`config.mk`:
```
export PLATFORM = sky130hd
export DESIGN_NAME = mol_top
export DESIGN_NICKNAME = d
export VERILOG_FILES = /design/src/mol_pkg.sv /design/src/mol_ctl_if.sv /design/src/mol_option_store.sv /design/src/mol_watchdog.sv /design/src/mol_top.sv
export SDC_FILE = /design/constraint.sdc
export NUM_CORES = 1
export LEC_CHECK = 0
export ABC_AREA = 1
export BUFFER_PORTS_ARGS = -buffer_cell sky130_fd_sc_hd__buf_2
export CAP_MARGIN = 25
export CORE_ASPECT_RATIO = 1.25
export CORE_MARGIN = 2
export CORE_UTILIZATION = 57
export CTS_CLUSTER_DIAMETER = 100
export DETAILED_ROUTE_END_ITERATION = 6
export PLACE_DENSITY = 0.79
export SLEW_MARGIN = 5
export SYNTH_ARGS = -nofsm -noshare
export SYNTH_HDL_FRONTEND = slang
export SYNTH_SLANG_ARGS = --single-unit
```
`constraint.sdc`:
```
create_clock -name core_clk_in -period 2.24 [get_ports core_clk_in]
set_input_delay 0.336 -clock core_clk_in [delete_from_list [all_inputs] [get_ports core_clk_in]]
set_output_delay 0.336 -clock core_clk_in [all_outputs]
set_load 0.1 [all_outputs]
```
`src/mol_pkg.sv`:
```
// Constants shared by the mask-option latch control block.
package mol_pkg;

	localparam int ADDR_W = 12;
	localparam int DATA_W = 8;
	localparam int OPT_W = 3;

	localparam logic [11:0] OFS_DDR_A = 12'h004;
	localparam logic [11:0] OFS_DDR_B = 12'h005;
	localparam logic [11:0] OFS_PROG_CTRL = 12'h01c;
	localparam logic [11:0] OFS_ADC_CTRL = 12'h01e;
	localparam logic [11:0] OFS_WDOG_CTRL = 12'h01f;
	localparam logic [11:0] OFS_WDOG_SERVICE = 12'h020;
	localparam logic [11:0] OFS_STATUS = 12'h021;
	localparam logic [11:0] OFS_OPT = 12'h900;

	localparam int OPT_WDOG_EN_BIT = 0;
	localparam int OPT_IRQ_LEVEL_BIT = 1;
	localparam int OPT_LSB_FIRST_BIT = 2;
	localparam int VIEW_SEL_BIT = 2;
	localparam int ADC_ON_BIT = 7;
	localparam int STAT_WDOG_RST_BIT = 0;
	localparam int STAT_WDOG_RUN_BIT = 1;
	localparam int STAT_BOOT_BIT = 2;

	localparam logic [7:0] PROG_CTRL_RST = 8'h00;
	localparam logic [7:0] WDOG_CTRL_RST = 8'h00;
	localparam logic [7:0] ADC_CTRL_RST = 8'h00;
	localparam logic [7:0] DDR_RST = 8'h00;
	localparam logic [2:0] OPT_LATCH_RST = 3'h0;
	// Synchroniser reset: interrupt pin idle high, part and option pins low.
	localparam logic [4:0] PIN_SYNC_RST = 5'h08;
	localparam logic [7:0] WDOG_ENABLE_CODE = 8'h04;
	localparam logic [7:0] RD_UNMAPPED = 8'h00;

	// Two synchroniser stages plus one load cycle after reset release.
	localparam logic [1:0] BOOT_LOAD_CYCLES = 2'h3;

	localparam int CLK_PERIOD_NS = 10;
	localparam int WDOG_TIMEOUT_NS = 655360;
	localparam int WDOG_TIMEOUT_CYCLES = WDOG_TIMEOUT_NS / CLK_PERIOD_NS;
	localparam int WDOG_CNT_W = 17;

endpackage

```
`src/mol_ctl_if.sv`:
```
// Internal carrier between the control top, the option store and the watchdog.
`timescale 1ns/10ps
interface mol_ctl_if;
	logic opt_wr;
	logic [7:0] opt_wdata;
	logic reload;
	logic [2:0] prog_opt;
	logic view_sel;
	logic [2:0] latch;
	logic [7:0] opt_rdata;
	logic wd_run;
	logic wd_service;
	logic wd_clear;
	logic wd_timeout;

	modport store (
		input opt_wr, opt_wdata, reload, prog_opt, view_sel,
		output latch, opt_rdata
	);
	modport dog (
		input wd_run, wd_service, wd_clear,
		output wd_timeout
	);
	modport ctl (
		output opt_wr, opt_wdata, reload, prog_opt, view_sel, wd_run, wd_service, wd_clear,
		input latch, opt_rdata, wd_timeout
	);
endinterface

```
`src/mol_option_store.sv`:
```
// Programmed option copy and the writable option latch sharing one address.
`timescale 1ns/10ps
module mol_option_store (
	input wire logic core_clk_in,
	input wire logic rst_n_in,
	input wire logic ce_in,
	mol_ctl_if.store bus
);

	logic [2:0] latch_r;
	logic [2:0] latch_nxt;
	logic [2:0] view_data;

	assign latch_nxt = bus.reload ? bus.prog_opt : // RL5
		((bus.opt_wr && !bus.view_sel) ? bus.opt_wdata[2:0] : latch_r); // RL4 RL7 RL8

	always_ff @(posedge core_clk_in or negedge rst_n_in) begin
		if (!rst_n_in) begin
			latch_r <= mol_pkg::OPT_LATCH_RST;
		end else if (ce_in) begin
			latch_r <= latch_nxt;
		end
	end

	assign view_data = bus.view_sel ? latch_r : bus.prog_opt; // RL7 RL8
	assign bus.opt_rdata = {5'h00, view_data}; // RL13
	assign bus.latch = latch_r;

endmodule

```
`src/mol_watchdog.sv`:
```
// Liveness watchdog counter that pulses on timeout unless serviced.
`timescale 1ns/10ps
module mol_watchdog #(
	parameter int TIMEOUT_CYCLES = mol_pkg::WDOG_TIMEOUT_CYCLES
) (
	input wire logic core_clk_in,
	input wire logic rst_n_in,
	input wire logic ce_in,
	mol_ctl_if.dog bus
);

	localparam logic [16:0] LAST = 17'(TIMEOUT_CYCLES - 1);

	logic [16:0] cnt_r;
	logic [16:0] cnt_nxt;
	logic tmo_r;
	logic expire;

	assign expire = bus.wd_run && !bus.wd_service && (cnt_r == LAST);
	assign cnt_nxt = (bus.wd_clear || !bus.wd_run || bus.wd_service || expire) ? 17'h00000 :
		cnt_r + 17'h00001;

	always_ff @(posedge core_clk_in or negedge rst_n_in) begin
		if (!rst_n_in) begin
			cnt_r <= 17'h00000;
			tmo_r <= 1'b0;
		end else if (ce_in) begin
			cnt_r <= cnt_nxt;
			tmo_r <= expire && !bus.wd_clear;
		end
	end

	assign bus.wd_timeout = tmo_r;

endmodule

```
`src/mol_top.sv`:
```
// Mask-option latch control: option registers, watchdog gating and reset effects.
// Functional notes
// RL1 - Option bit 2 selects serial LSB-first order.
// RL2 - Option bit 1 adds low-level interrupt sensing.
// RL3 - Option bit 0 enables the watchdog.
// RL4 - Fixed programmed copy, writable latch controls.
// RL5 - Every reset reloads latch from programmed copy.
// RL6 - View select is program control bit 2.
// RL7 - View 0: read programmed, write latch.
// RL8 - View 1: read latch, writes ignored.
// RL9 - Watchdog reset keeps port directions.
// RL10 - Alternate part: writing 4 enables watchdog.
// RL11 - Programmed watchdog plus low interrupt runs watchdog.
// RL12 - Reset turns converter off; write re-enables.
// RL13 - Option bits 7..3 read zero.
`timescale 1ns/10ps
module mol_top #(
	parameter int WDOG_TIMEOUT_CYCLES = mol_pkg::WDOG_TIMEOUT_CYCLES
) (
	input wire logic core_clk_in,
	input wire logic rst_n_in,
	input wire logic ce_in,
	input wire logic [11:0] addr_in,
	input wire logic [7:0] wr_data_in,
	input wire logic wr_stb_in,
	input wire logic rd_stb_in,
	output logic [7:0] rd_data_out,
	input wire logic [2:0] prog_opt_in,
	input wire logic irq_n_in,
	input wire logic alt_part_in,
	output logic lsb_first_out,
	output logic irq_level_out,
	output logic wdog_running_out,
	output logic wdog_reset_out,
	output logic adc_on_out,
	output logic [7:0] ddr_a_out,
	output logic [7:0] ddr_b_out
);

	////////////////////////////////////////////////////////////////////////////////
	// Pin synchronisers.

	localparam int PIN_W = 5;

	logic [4:0] pin_raw;
	logic [4:0] pin_meta_r;
	logic [4:0] pin_sync_r;
	logic [2:0] prog_sync;
	logic irq_n_sync;
	logic alt_sync;

	assign pin_raw = {alt_part_in, irq_n_in, prog_opt_in};

	// Only the second stage is read, so a metastable first stage never reaches the logic.
	for (genvar g = 0; g < PIN_W; g++) begin : g_pin_sync
		always_ff @(posedge core_clk_in or negedge rst_n_in) begin
			if (!rst_n_in) begin
				pin_meta_r[g] <= mol_pkg::PIN_SYNC_RST[g];
				pin_sync_r[g] <= mol_pkg::PIN_SYNC_RST[g];
			end else if (ce_in) begin
				pin_meta_r[g] <= pin_raw[g];
				pin_sync_r[g] <= pin_meta_r[g];
			end
		end
	end

	assign prog_sync = pin_sync_r[2:0];
	assign irq_n_sync = pin_sync_r[3];
	assign alt_sync = pin_sync_r[4];

	////////////////////////////////////////////////////////////////////////////////
	// Address decode.

	logic hit_prog;
	logic hit_adc;
	logic hit_wdog;
	logic hit_svc;
	logic hit_stat;
	logic hit_opt;
	logic hit_ddr_a;
	logic hit_ddr_b;
	logic hit_any;

	// Every register has a full-width compare; an unmapped address reads as zero.
	assign hit_prog = (addr_in == mol_pkg::OFS_PROG_CTRL);
	assign hit_adc = (addr_in == mol_pkg::OFS_ADC_CTRL);
	assign hit_wdog = (addr_in == mol_pkg::OFS_WDOG_CTRL);
	assign hit_svc = (addr_in == mol_pkg::OFS_WDOG_SERVICE);
	assign hit_stat = (addr_in == mol_pkg::OFS_STATUS);
	assign hit_opt = (addr_in == mol_pkg::OFS_OPT);
	assign hit_ddr_a = (addr_in == mol_pkg::OFS_DDR_A);
	assign hit_ddr_b = (addr_in == mol_pkg::OFS_DDR_B);
	assign hit_any = hit_prog | hit_adc | hit_wdog | hit_svc | hit_stat | hit_opt |
		hit_ddr_a | hit_ddr_b;

	////////////////////////////////////////////////////////////////////////////////
	// Sub-blocks.

	// The option store and the watchdog share one carrier with the control logic.
	mol_ctl_if ctl ();

	mol_option_store u_store (
		.core_clk_in(core_clk_in),
		.rst_n_in(rst_n_in),
		.ce_in(ce_in),
		.bus(ctl.store)
	);

	mol_watchdog #(
		.TIMEOUT_CYCLES(WDOG_TIMEOUT_CYCLES)
	) u_dog (
		.core_clk_in(core_clk_in),
		.rst_n_in(rst_n_in),
		.ce_in(ce_in),
		.bus(ctl.dog)
	);

	////////////////////////////////////////////////////////////////////////////////
	// Reset sequencing.

	logic [1:0] boot_cnt_r;
	logic boot_busy;
	logic wd_rst;

	// A watchdog reset is internal: it re-runs the soft state but never the port directions.
	assign wd_rst = ctl.wd_timeout;
	assign boot_busy = (boot_cnt_r != 2'h0);

	// The boot count keeps option writes and the watchdog off until the synchronised
	// programmed copy has reached the latch.

	always_ff @(posedge core_clk_in or negedge rst_n_in) begin
		if (!rst_n_in) begin
			boot_cnt_r <= mol_pkg::BOOT_LOAD_CYCLES;
		end else if (ce_in && boot_busy) begin
			boot_cnt_r <= boot_cnt_r - 2'h1;
		end
	end

	////////////////////////////////////////////////////////////////////////////////
	// Control registers.

	logic [7:0] prog_ctrl_r;
	logic [7:0] prog_ctrl_nxt;
	logic [7:0] adc_ctrl_r;
	logic [7:0] adc_ctrl_nxt;
	logic [7:0] wdog_ctrl_r;
	logic [7:0] wdog_ctrl_nxt;
	logic wdog_sw_en_r;
	logic wdog_sw_en_nxt;
	logic wdog_rst_flag_r;
	logic wd_flag_nxt;
	logic [7:0] ddr_a_r;
	logic [7:0] ddr_a_nxt;
	logic [7:0] ddr_b_r;
	logic [7:0] ddr_b_nxt;
	logic wr_prog;
	logic wr_adc;
	logic wr_wdog;
	logic wr_stat;
	logic wr_ddr_a;
	logic wr_ddr_b;
	logic sw_enable;

	assign wr_prog = wr_stb_in && hit_prog;
	assign wr_adc = wr_stb_in && hit_adc;
	assign wr_wdog = wr_stb_in && hit_wdog;
	assign wr_stat = wr_stb_in && hit_stat;
	assign wr_ddr_a = wr_stb_in && hit_ddr_a;
	assign wr_ddr_b = wr_stb_in && hit_ddr_b;
	assign sw_enable = wr_wdog && alt_sync && (wr_data_in == mol_pkg::WDOG_ENABLE_CODE); // RL10

	// A watchdog reset returns the soft registers to their reset values and wins over a
	// write in the same cycle, because the software is restarted anyway.
	assign prog_ctrl_nxt = wd_rst ? mol_pkg::PROG_CTRL_RST :
		(wr_prog ? wr_data_in : prog_ctrl_r);
	assign adc_ctrl_nxt = wd_rst ? mol_pkg::ADC_CTRL_RST : // RL12
		(wr_adc ? wr_data_in : adc_ctrl_r); // RL12
	assign wdog_ctrl_nxt = wd_rst ? mol_pkg::WDOG_CTRL_RST :
		(wr_wdog ? wr_data_in : wdog_ctrl_r);
	assign wdog_sw_en_nxt = !wd_rst && (sw_enable || wdog_sw_en_r); // RL10
	// The flag is set by hardware and cleared by writing one; a set in the same cycle
	// as the clear wins, so that no watchdog reset goes unreported.
	assign wd_flag_nxt = wd_rst ? 1'b1 :
		((wr_stat && wr_data_in[mol_pkg::STAT_WDOG_RST_BIT]) ? 1'b0 : wdog_rst_flag_r);
	// Port directions answer only the external reset, never the watchdog one.
	assign ddr_a_nxt = wr_ddr_a ? wr_data_in : ddr_a_r; // RL9
	assign ddr_b_nxt = wr_ddr_b ? wr_data_in : ddr_b_r; // RL9

	always_ff @(posedge core_clk_in or negedge rst_n_in) begin
		if (!rst_n_in) begin
			prog_ctrl_r <= mol_pkg::PROG_CTRL_RST; // RL6
		end else if (ce_in) begin
			prog_ctrl_r <= prog_ctrl_nxt;
		end
	end

	always_ff @(posedge core_clk_in or negedge rst_n_in) begin
		if (!rst_n_in) begin
			adc_ctrl_r <= mol_pkg::ADC_CTRL_RST; // RL12
		end else if (ce_in) begin
			adc_ctrl_r <= adc_ctrl_nxt;
		end
	end

	always_ff @(posedge core_clk_in or negedge rst_n_in) begin
		if (!rst_n_in) begin
			wdog_ctrl_r <= mol_pkg::WDOG_CTRL_RST;
		end else if (ce_in) begin
			wdog_ctrl_r <= wdog_ctrl_nxt;
		end
	end

	always_ff @(posedge core_clk_in or negedge rst_n_in) begin
		if (!rst_n_in) begin
			wdog_sw_en_r <= 1'b0;
		end else if (ce_in) begin
			wdog_sw_en_r <= wdog_sw_en_nxt;
		end
	end

	always_ff @(posedge core_clk_in or negedge rst_n_in) begin
		if (!rst_n_in) begin
			wdog_rst_flag_r <= 1'b0;
		end else if (ce_in) begin
			wdog_rst_flag_r <= wd_flag_nxt;
		end
	end

	always_ff @(posedge core_clk_in or negedge rst_n_in) begin
		if (!rst_n_in) begin
			ddr_a_r <= mol_pkg::DDR_RST; // RL9
		end else if (ce_in) begin
			ddr_a_r <= ddr_a_nxt;
		end
	end

	always_ff @(posedge core_clk_in or negedge rst_n_in) begin
		if (!rst_n_in) begin
			ddr_b_r <= mol_pkg::DDR_RST; // RL9
		end else if (ce_in) begin
			ddr_b_r <= ddr_b_nxt;
		end
	end

	////////////////////////////////////////////////////////////////////////////////
	// Option store and watchdog hookup.

	logic view_sel;
	logic wd_run;

	assign view_sel = prog_ctrl_r[mol_pkg::VIEW_SEL_BIT]; // RL6
	assign ctl.view_sel = view_sel;
	assign ctl.opt_wr = wr_stb_in && hit_opt && !boot_busy; // RL7 RL8
	assign ctl.opt_wdata = wr_data_in;
	assign ctl.prog_opt = prog_sync;
	assign ctl.reload = boot_busy || wd_rst; // RL5

	// The programmed watchdog bit with a low interrupt pin runs the watchdog even when
	// software never enabled it.
	assign wd_run = ctl.latch[mol_pkg::OPT_WDOG_EN_BIT] || wdog_sw_en_r || // RL3
		(prog_sync[mol_pkg::OPT_WDOG_EN_BIT] && !irq_n_sync); // RL11
	assign ctl.wd_run = wd_run && !boot_busy;
	assign ctl.wd_service = wr_stb_in && hit_svc;
	assign ctl.wd_clear = boot_busy;

	////////////////////////////////////////////////////////////////////////////////
	// Read path.

	logic [7:0] stat_val;
	logic [7:0] rd_mux;
	logic [7:0] rd_data_r;

	assign stat_val = {5'h00, !boot_busy, ctl.wd_run, wdog_rst_flag_r};
	assign rd_mux = ({8{hit_prog}} & prog_ctrl_r) |
		({8{hit_adc}} & adc_ctrl_r) |
		({8{hit_wdog}} & wdog_ctrl_r) |
		({8{hit_stat}} & stat_val) |
		({8{hit_opt}} & ctl.opt_rdata) | // RL13
		({8{hit_ddr_a}} & ddr_a_r) |
		({8{hit_ddr_b}} & ddr_b_r) |
		({8{!hit_any}} & mol_pkg::RD_UNMAPPED);

	// Read data stand only in the cycle after the strobe and are zero otherwise, so an
	// idle bus shows a quiet value.
	always_ff @(posedge core_clk_in or negedge rst_n_in) begin
		if (!rst_n_in) begin
			rd_data_r <= 8'h00;
		end else if (ce_in) begin
			rd_data_r <= rd_stb_in ? rd_mux : 8'h00;
		end
	end

	////////////////////////////////////////////////////////////////////////////////
	// Outputs.

	assign rd_data_out = rd_data_r;
	assign lsb_first_out = ctl.latch[mol_pkg::OPT_LSB_FIRST_BIT]; // RL1
	assign irq_level_out = ctl.latch[mol_pkg::OPT_IRQ_LEVEL_BIT]; // RL2
	assign wdog_running_out = ctl.wd_run;
	assign wdog_reset_out = wd_rst;
	assign adc_on_out = adc_ctrl_r[mol_pkg::ADC_ON_BIT]; // RL12
	assign ddr_a_out = ddr_a_r;
	assign ddr_b_out = ddr_b_r;

endmodule

```
* Word-level counts from Yosys, hierarchy flattened *
Cells that the tools add are included.

cells by class
  add/subtract/negate cells = 2
  eq/ne operators = 10
  mux-type cells = 13
  bitwise logic cells = 13
  reductions and logical operators = 46

operators by type and width
  operator               count
  $mux 8                 7
  $or 8x8->8             6
  $and 8x8->8            5
  $eq 12x5->1 const B    3
  $eq 12x3->1 const B    2
  $eq 12x6->1 const B    2
  $logic_and 1x1->1      20
  $add 17x1->17 const B  1
  $eq 17x16->1 const B   1
  $mux 17                1
  $and 8x3->8            2
  $reduce_and 2->1       7
  $eq 12x12->1 const B   1
  $reduce_bool 2->1      6
  $mux 3                 3
  $eq 8x3->1 const B     1
  $logic_or 1x1->1       7
  $logic_not 1->1        6
  $mux 1                 2
  $sub 2x1->2 const B    1

storage, ports and cells
  flip-flop bits (word level) = 83
  input bits = 30
  word-level logic and storage cells = 106

* Longest topological paths before layout *
  depth in word-level cells = 10
  gate-level depth with buffers = 11
  mapped depth without buffers = 11

* By module *
Synthesis repeated with hierarchy kept, for this count alone.

second synthesis, totals
  cell total of the unflattened synthesis = 599
  area total of the unflattened synthesis = 4599.4 µm²

by module, submodules not included
  module            instances  cells an instance  area each (µm²)
  mol_top           1          417                3220.6
  mol_watchdog      1          141                1121.1
  mol_option_store  1          41                 257.7

* Least setup slack after synthesis *
OpenSTA, ideal clock, no wires.

  path kind = reg-to-reg
  start = register boot_cnt_r[0]
  end = register u_dog.cnt_r[15]
  setup time = 71 ps
  arrival = 2952 ps
  required time = 2169 ps
  path slack = -783 ps
  stages on the path, launching flop included = 10
  path buffers = 1
  period minus slack after synthesis = 3023 ps
  path through = dfstp_2 > inv_1 > ha_1 > inv_1 > a21oi_1 > nand3b_1 > nand2_1 > inv_1 > buf_4 > nor2_1

on the way
  cells in the longest elaborated chain, start to end = 8
  elaborated cells on any way between the ends = 10

ends and longest elaborated chain
  element                        line                source
  start, declared                mol_top.sv:121      logic [1:0] boot_cnt_r;
  start signal, assigned         mol_top.sv:134      boot_cnt_r <= mol_pkg::BOOT_LOAD_CYCLES;
  start signal, assigned         mol_top.sv:136      boot_cnt_r <= boot_cnt_r - 2'h1;
  $reduce_bool 2->1 *            mol_top.sv:127      assign boot_busy = (boot_cnt_r != 2'h0);
  $logic_not 1->1 *              mol_top.sv:263      assign ctl.wd_run = wd_run && !boot_busy;
  $logic_and 1x1->1 *            mol_top.sv:263
  named net wdog_running_out     mol_top.sv:33       output logic wdog_running_out,
  $logic_not 1->1                mol_watchdog.sv:20  assign cnt_nxt = (bus.wd_clear || !bus.wd_run || bus.wd_service || expire) ? 17'h00000 :
  $logic_or 1x1->1 (2 in a row)  mol_watchdog.sv:20
  $logic_or 1x1->1 *             mol_watchdog.sv:20
  $mux 17 *                      mol_watchdog.sv:20
  end signal, assigned           mol_watchdog.sv:28  cnt_r <= cnt_nxt;
  end, declared                  mol_watchdog.sv:14  logic [16:0] cnt_r;

The timed path passes the listed nets; every way through them passes the cells marked *.
A chain may end at the register's enable or synchronous reset.

* Worst setup path in the final report *
  start = register boot_cnt_r[0]
  end = output port wdog_running_out

on the way
  cells in the longest elaborated chain, start to end = 3

ends and longest elaborated chain
  element            line
  $reduce_bool 2->1  mol_top.sv:127
  $logic_not 1->1    mol_top.sv:263
  $logic_and 1x1->1  mol_top.sv:263
  end, declared      mol_top.sv:33

No other way between the ends.

==> run summary <==
Drt first-iter violations - 199
DP Area - 4599 um^2
Worst R2R Path Depth - 10
Maxcap violations - 0
First-pass GRT wire length - 16910 um
Post-CTS setup buffers - 0
Final wirelength - 10210 um
Rel. slew slack - 47.64%
CP max stage delay - 460 ps
Inst Count DP - 685
Most frequent CP cell - inv_1
FF/Latch Area - 2082 um^2
NetSw - 0.001174 W
Final period util - 91.80%
Post-DR vias/cell - 5.411
Worst hold path type - input pin to asynchronous set/reset pin
Most common cell after layout, fill and taps aside - nand2_1
ANT cells - 0
Commonest non-fill, non-tap cells in the layout - nand2_1, dfrtp_1, nor2_1
Synth-to-Final Area Change - 13.96%
Post-cts sizing count - 0
CTS tree - done
Clock buffer depth - 2
Flop pwr share - 47.1%
Finished Cell Area - 4822 um^2
Critical path arrival - 1720 ps
Worst-skew pair later-pin latency - 370 ps
Sw frac - 32.73%
Levels on crit path - 5
Cells after Synth - 543
Antenna violations before repair - 0
DR WL/cell - 14.56 um
CP top delay family - buffers and inverters
Vias - 3793
Leakage - 2.511 nW
Clock group share of total power - 34.3%
Chip Width - 81.07 um
Final Hold Viols - 0
Synthesized area - 4232 um^2
Global Route Usage Sum - 27.38%
Final setup margin - 183.7 ps
Share of cells above drive strength 1 - 19.38%
Fmax - 0.4863 GHz
Mapped Avg Cell Area - 7.793 um^2
# port buffers - 58
Total CTS buffers - 9
FILL cells - 612
Clock sinks - 83
Row cnt - 35
CTS Root Buffer Type - clkbuf_8
CP max-delay cell - buf_2
Antenna viol nets, final - 0
Worst VDD drop - 0.4281 mV
H-tree depth - 3
Worst Path Buf+Inv - 3
Setup Crit Path Kind - flip-flop to primary output
P per Cell Area - 743.7 nW/um^2
Unrepaired setup endpoints after global routing - no
Worst Skew - 9.092 ps
Register-to-Register Setup Slack - 270 ps
I/O pins - 59
Yosys cell types - 33
Pin count of the biggest net entering global routing - 65
Die Height - 100.3 um
Cell Int Power - 0.002413 W
Drt drc - 0
Die area - 8133 um^2
Number of global-route vias before repair - 3694
Pre-Repair DR Iteration Count - 5
Final std cells w/o fill - 701
Core area - 7269 um^2
Nets - 637
Fin crit period - 2056 ps
Worst-Margin Slew - 785.4 ps
Crit end category - primary output
Crit path max fanout - 4
Yosys warns - 0
Final HPWL DP - 7605 um
Multi-input gate area - 1854 um^2
Syn Nets - 576
Status - finished, final reports clean
Critical path data required time - 1900 ps
TNS Setup - 0 ps
Count of pins over their slew limit - 0
Pre-CTS WS - 278.7 ps
Initial core utilization - 58.21%
Comb pwr share - 18.6%
Crit-path cells - inv_1, ha_1, inv_1, a21oi_4, buf_2
Hold-fix buffers, CTS - 0
Yosys reg bits - 83
Worst-path clk slew - 90 ps
Final setup viols - 0
Startpoint Class - flip-flop
GRT Residual Overflow - 0
Gpl congestion - 0.9438
Post-synthesis sequential area ratio - 49.20%
-- through the flow --
step / hold slack (ps) / total power [W] / utilization [%]
detailed placement: 453.6 / 0.002385 / 63.27
CTS: 80.59 / 0.003589 / 66.33
global placement: 453.4 / 0.002363 / 63.27
floorplan: 40.41 / 0.002195 / -
finish: 36.66 / 0.003586 / 66.33
global route: 102.4 / 0.003750 / 66.33
-- power groups by stage --
stage | Clock [W] | Sequential (W) | Combinational [W]
2_1_floorplan | 0 | 0.00184 | 0.000359
3_3_place_gp | 0 | 0.00171 | 0.000648
3_5_place_dp | 0 | 0.00172 | 0.000667
4_1_cts | 0.00123 | 0.00169 | 0.000669
5_1_grt | 0.00130 | 0.00170 | 0.000745
6_report | 0.00123 | 0.00169 | 0.000667
-- routing by layer --
| metal | share of wire (%) | GRT usage, % | wire length [um] | vias to the layer above |
|---|---|---|---|---|
| met5 | 0 | 0 | 0 | - |
| met4 | 3.7 | 13.69 | 374 | 0 |
| met3 | 5.6 | 5.576 | 567 | 32 |
| met2 | 51 | 45.96 | 5165 | 125 |
| met1 | 40 | 33.11 | 4100 | 1791 |
| li1 | - | - | - | 1845 |
-- cell families after synthesis --
logic type | Yosys count | share of synthesized area [%]
AND/OR/NAND/NOR | 308 | 31.49
flip-flops | 83 | 49.20
buffers and inverters | 71 | 7.244
AO/OA/AOI/OAI | 67 | 8.900
XOR/XNOR | 11 | 2.277
adder cells (fa/ha/maj) | 3 | 0.8871
-- sequential cells by signal, indices dropped and copies added, names as in the netlist, 5 cells and up --
name	flops
ddr_a_out	8
pin_meta_r	5
ddr_b_out	8
rd_data_out	8
wdog_ctrl_r	8
prog_ctrl_r	8
u_dog.cnt_r	17
adc_ctrl_r	8
-- worst paths after layout --
kind / from / to
max reg2reg: u_dog.cnt_r[1] / u_dog.cnt_r[12]
min in group core_clk_in: irq_n_in / pin_meta_r[3]
min: rst_n_in / u_dog.cnt_r[3]
max in group asynchronous: rst_n_in / prog_ctrl_r[1]
min reg2reg: pin_meta_r[3] / pin_meta_r[3]
max: boot_cnt_r[0] / wdog_running_out
-- synth_stat cells (all sizes together) --
cell type,n,share of area [%]
a21oi,2,0.24
a31o,1,0.21
buf,11,1.9
clkbuf,2,0.18
clkinv,1,0.089
dfrtp,79,47
dfstp,4,2.5
ha,3,0.89
inv,57,5.1
nand2,179,16
nand3,45,5.7
nand3b,1,0.18
nand4,6,0.89
nor2,66,6.4
nor3,9,1.8
nor4,1,0.15
o21ai,64,8.5
or2,1,0.15
xnor2,6,1.2
xor2,5,1.0
-- layout make-up --
class | count | area share [%]
clock buffers | 9 | 2.569
clock inverters | 7 | 2.050
inverters | 58 | 4.515
multi-input cells | 389 | 38.45
flip-flops and latches | 83 | 43.18
well taps | 92 | 2.387
repair buffers | 63 | 6.850
Note: power is estimated with default switching activity, not from simulation.
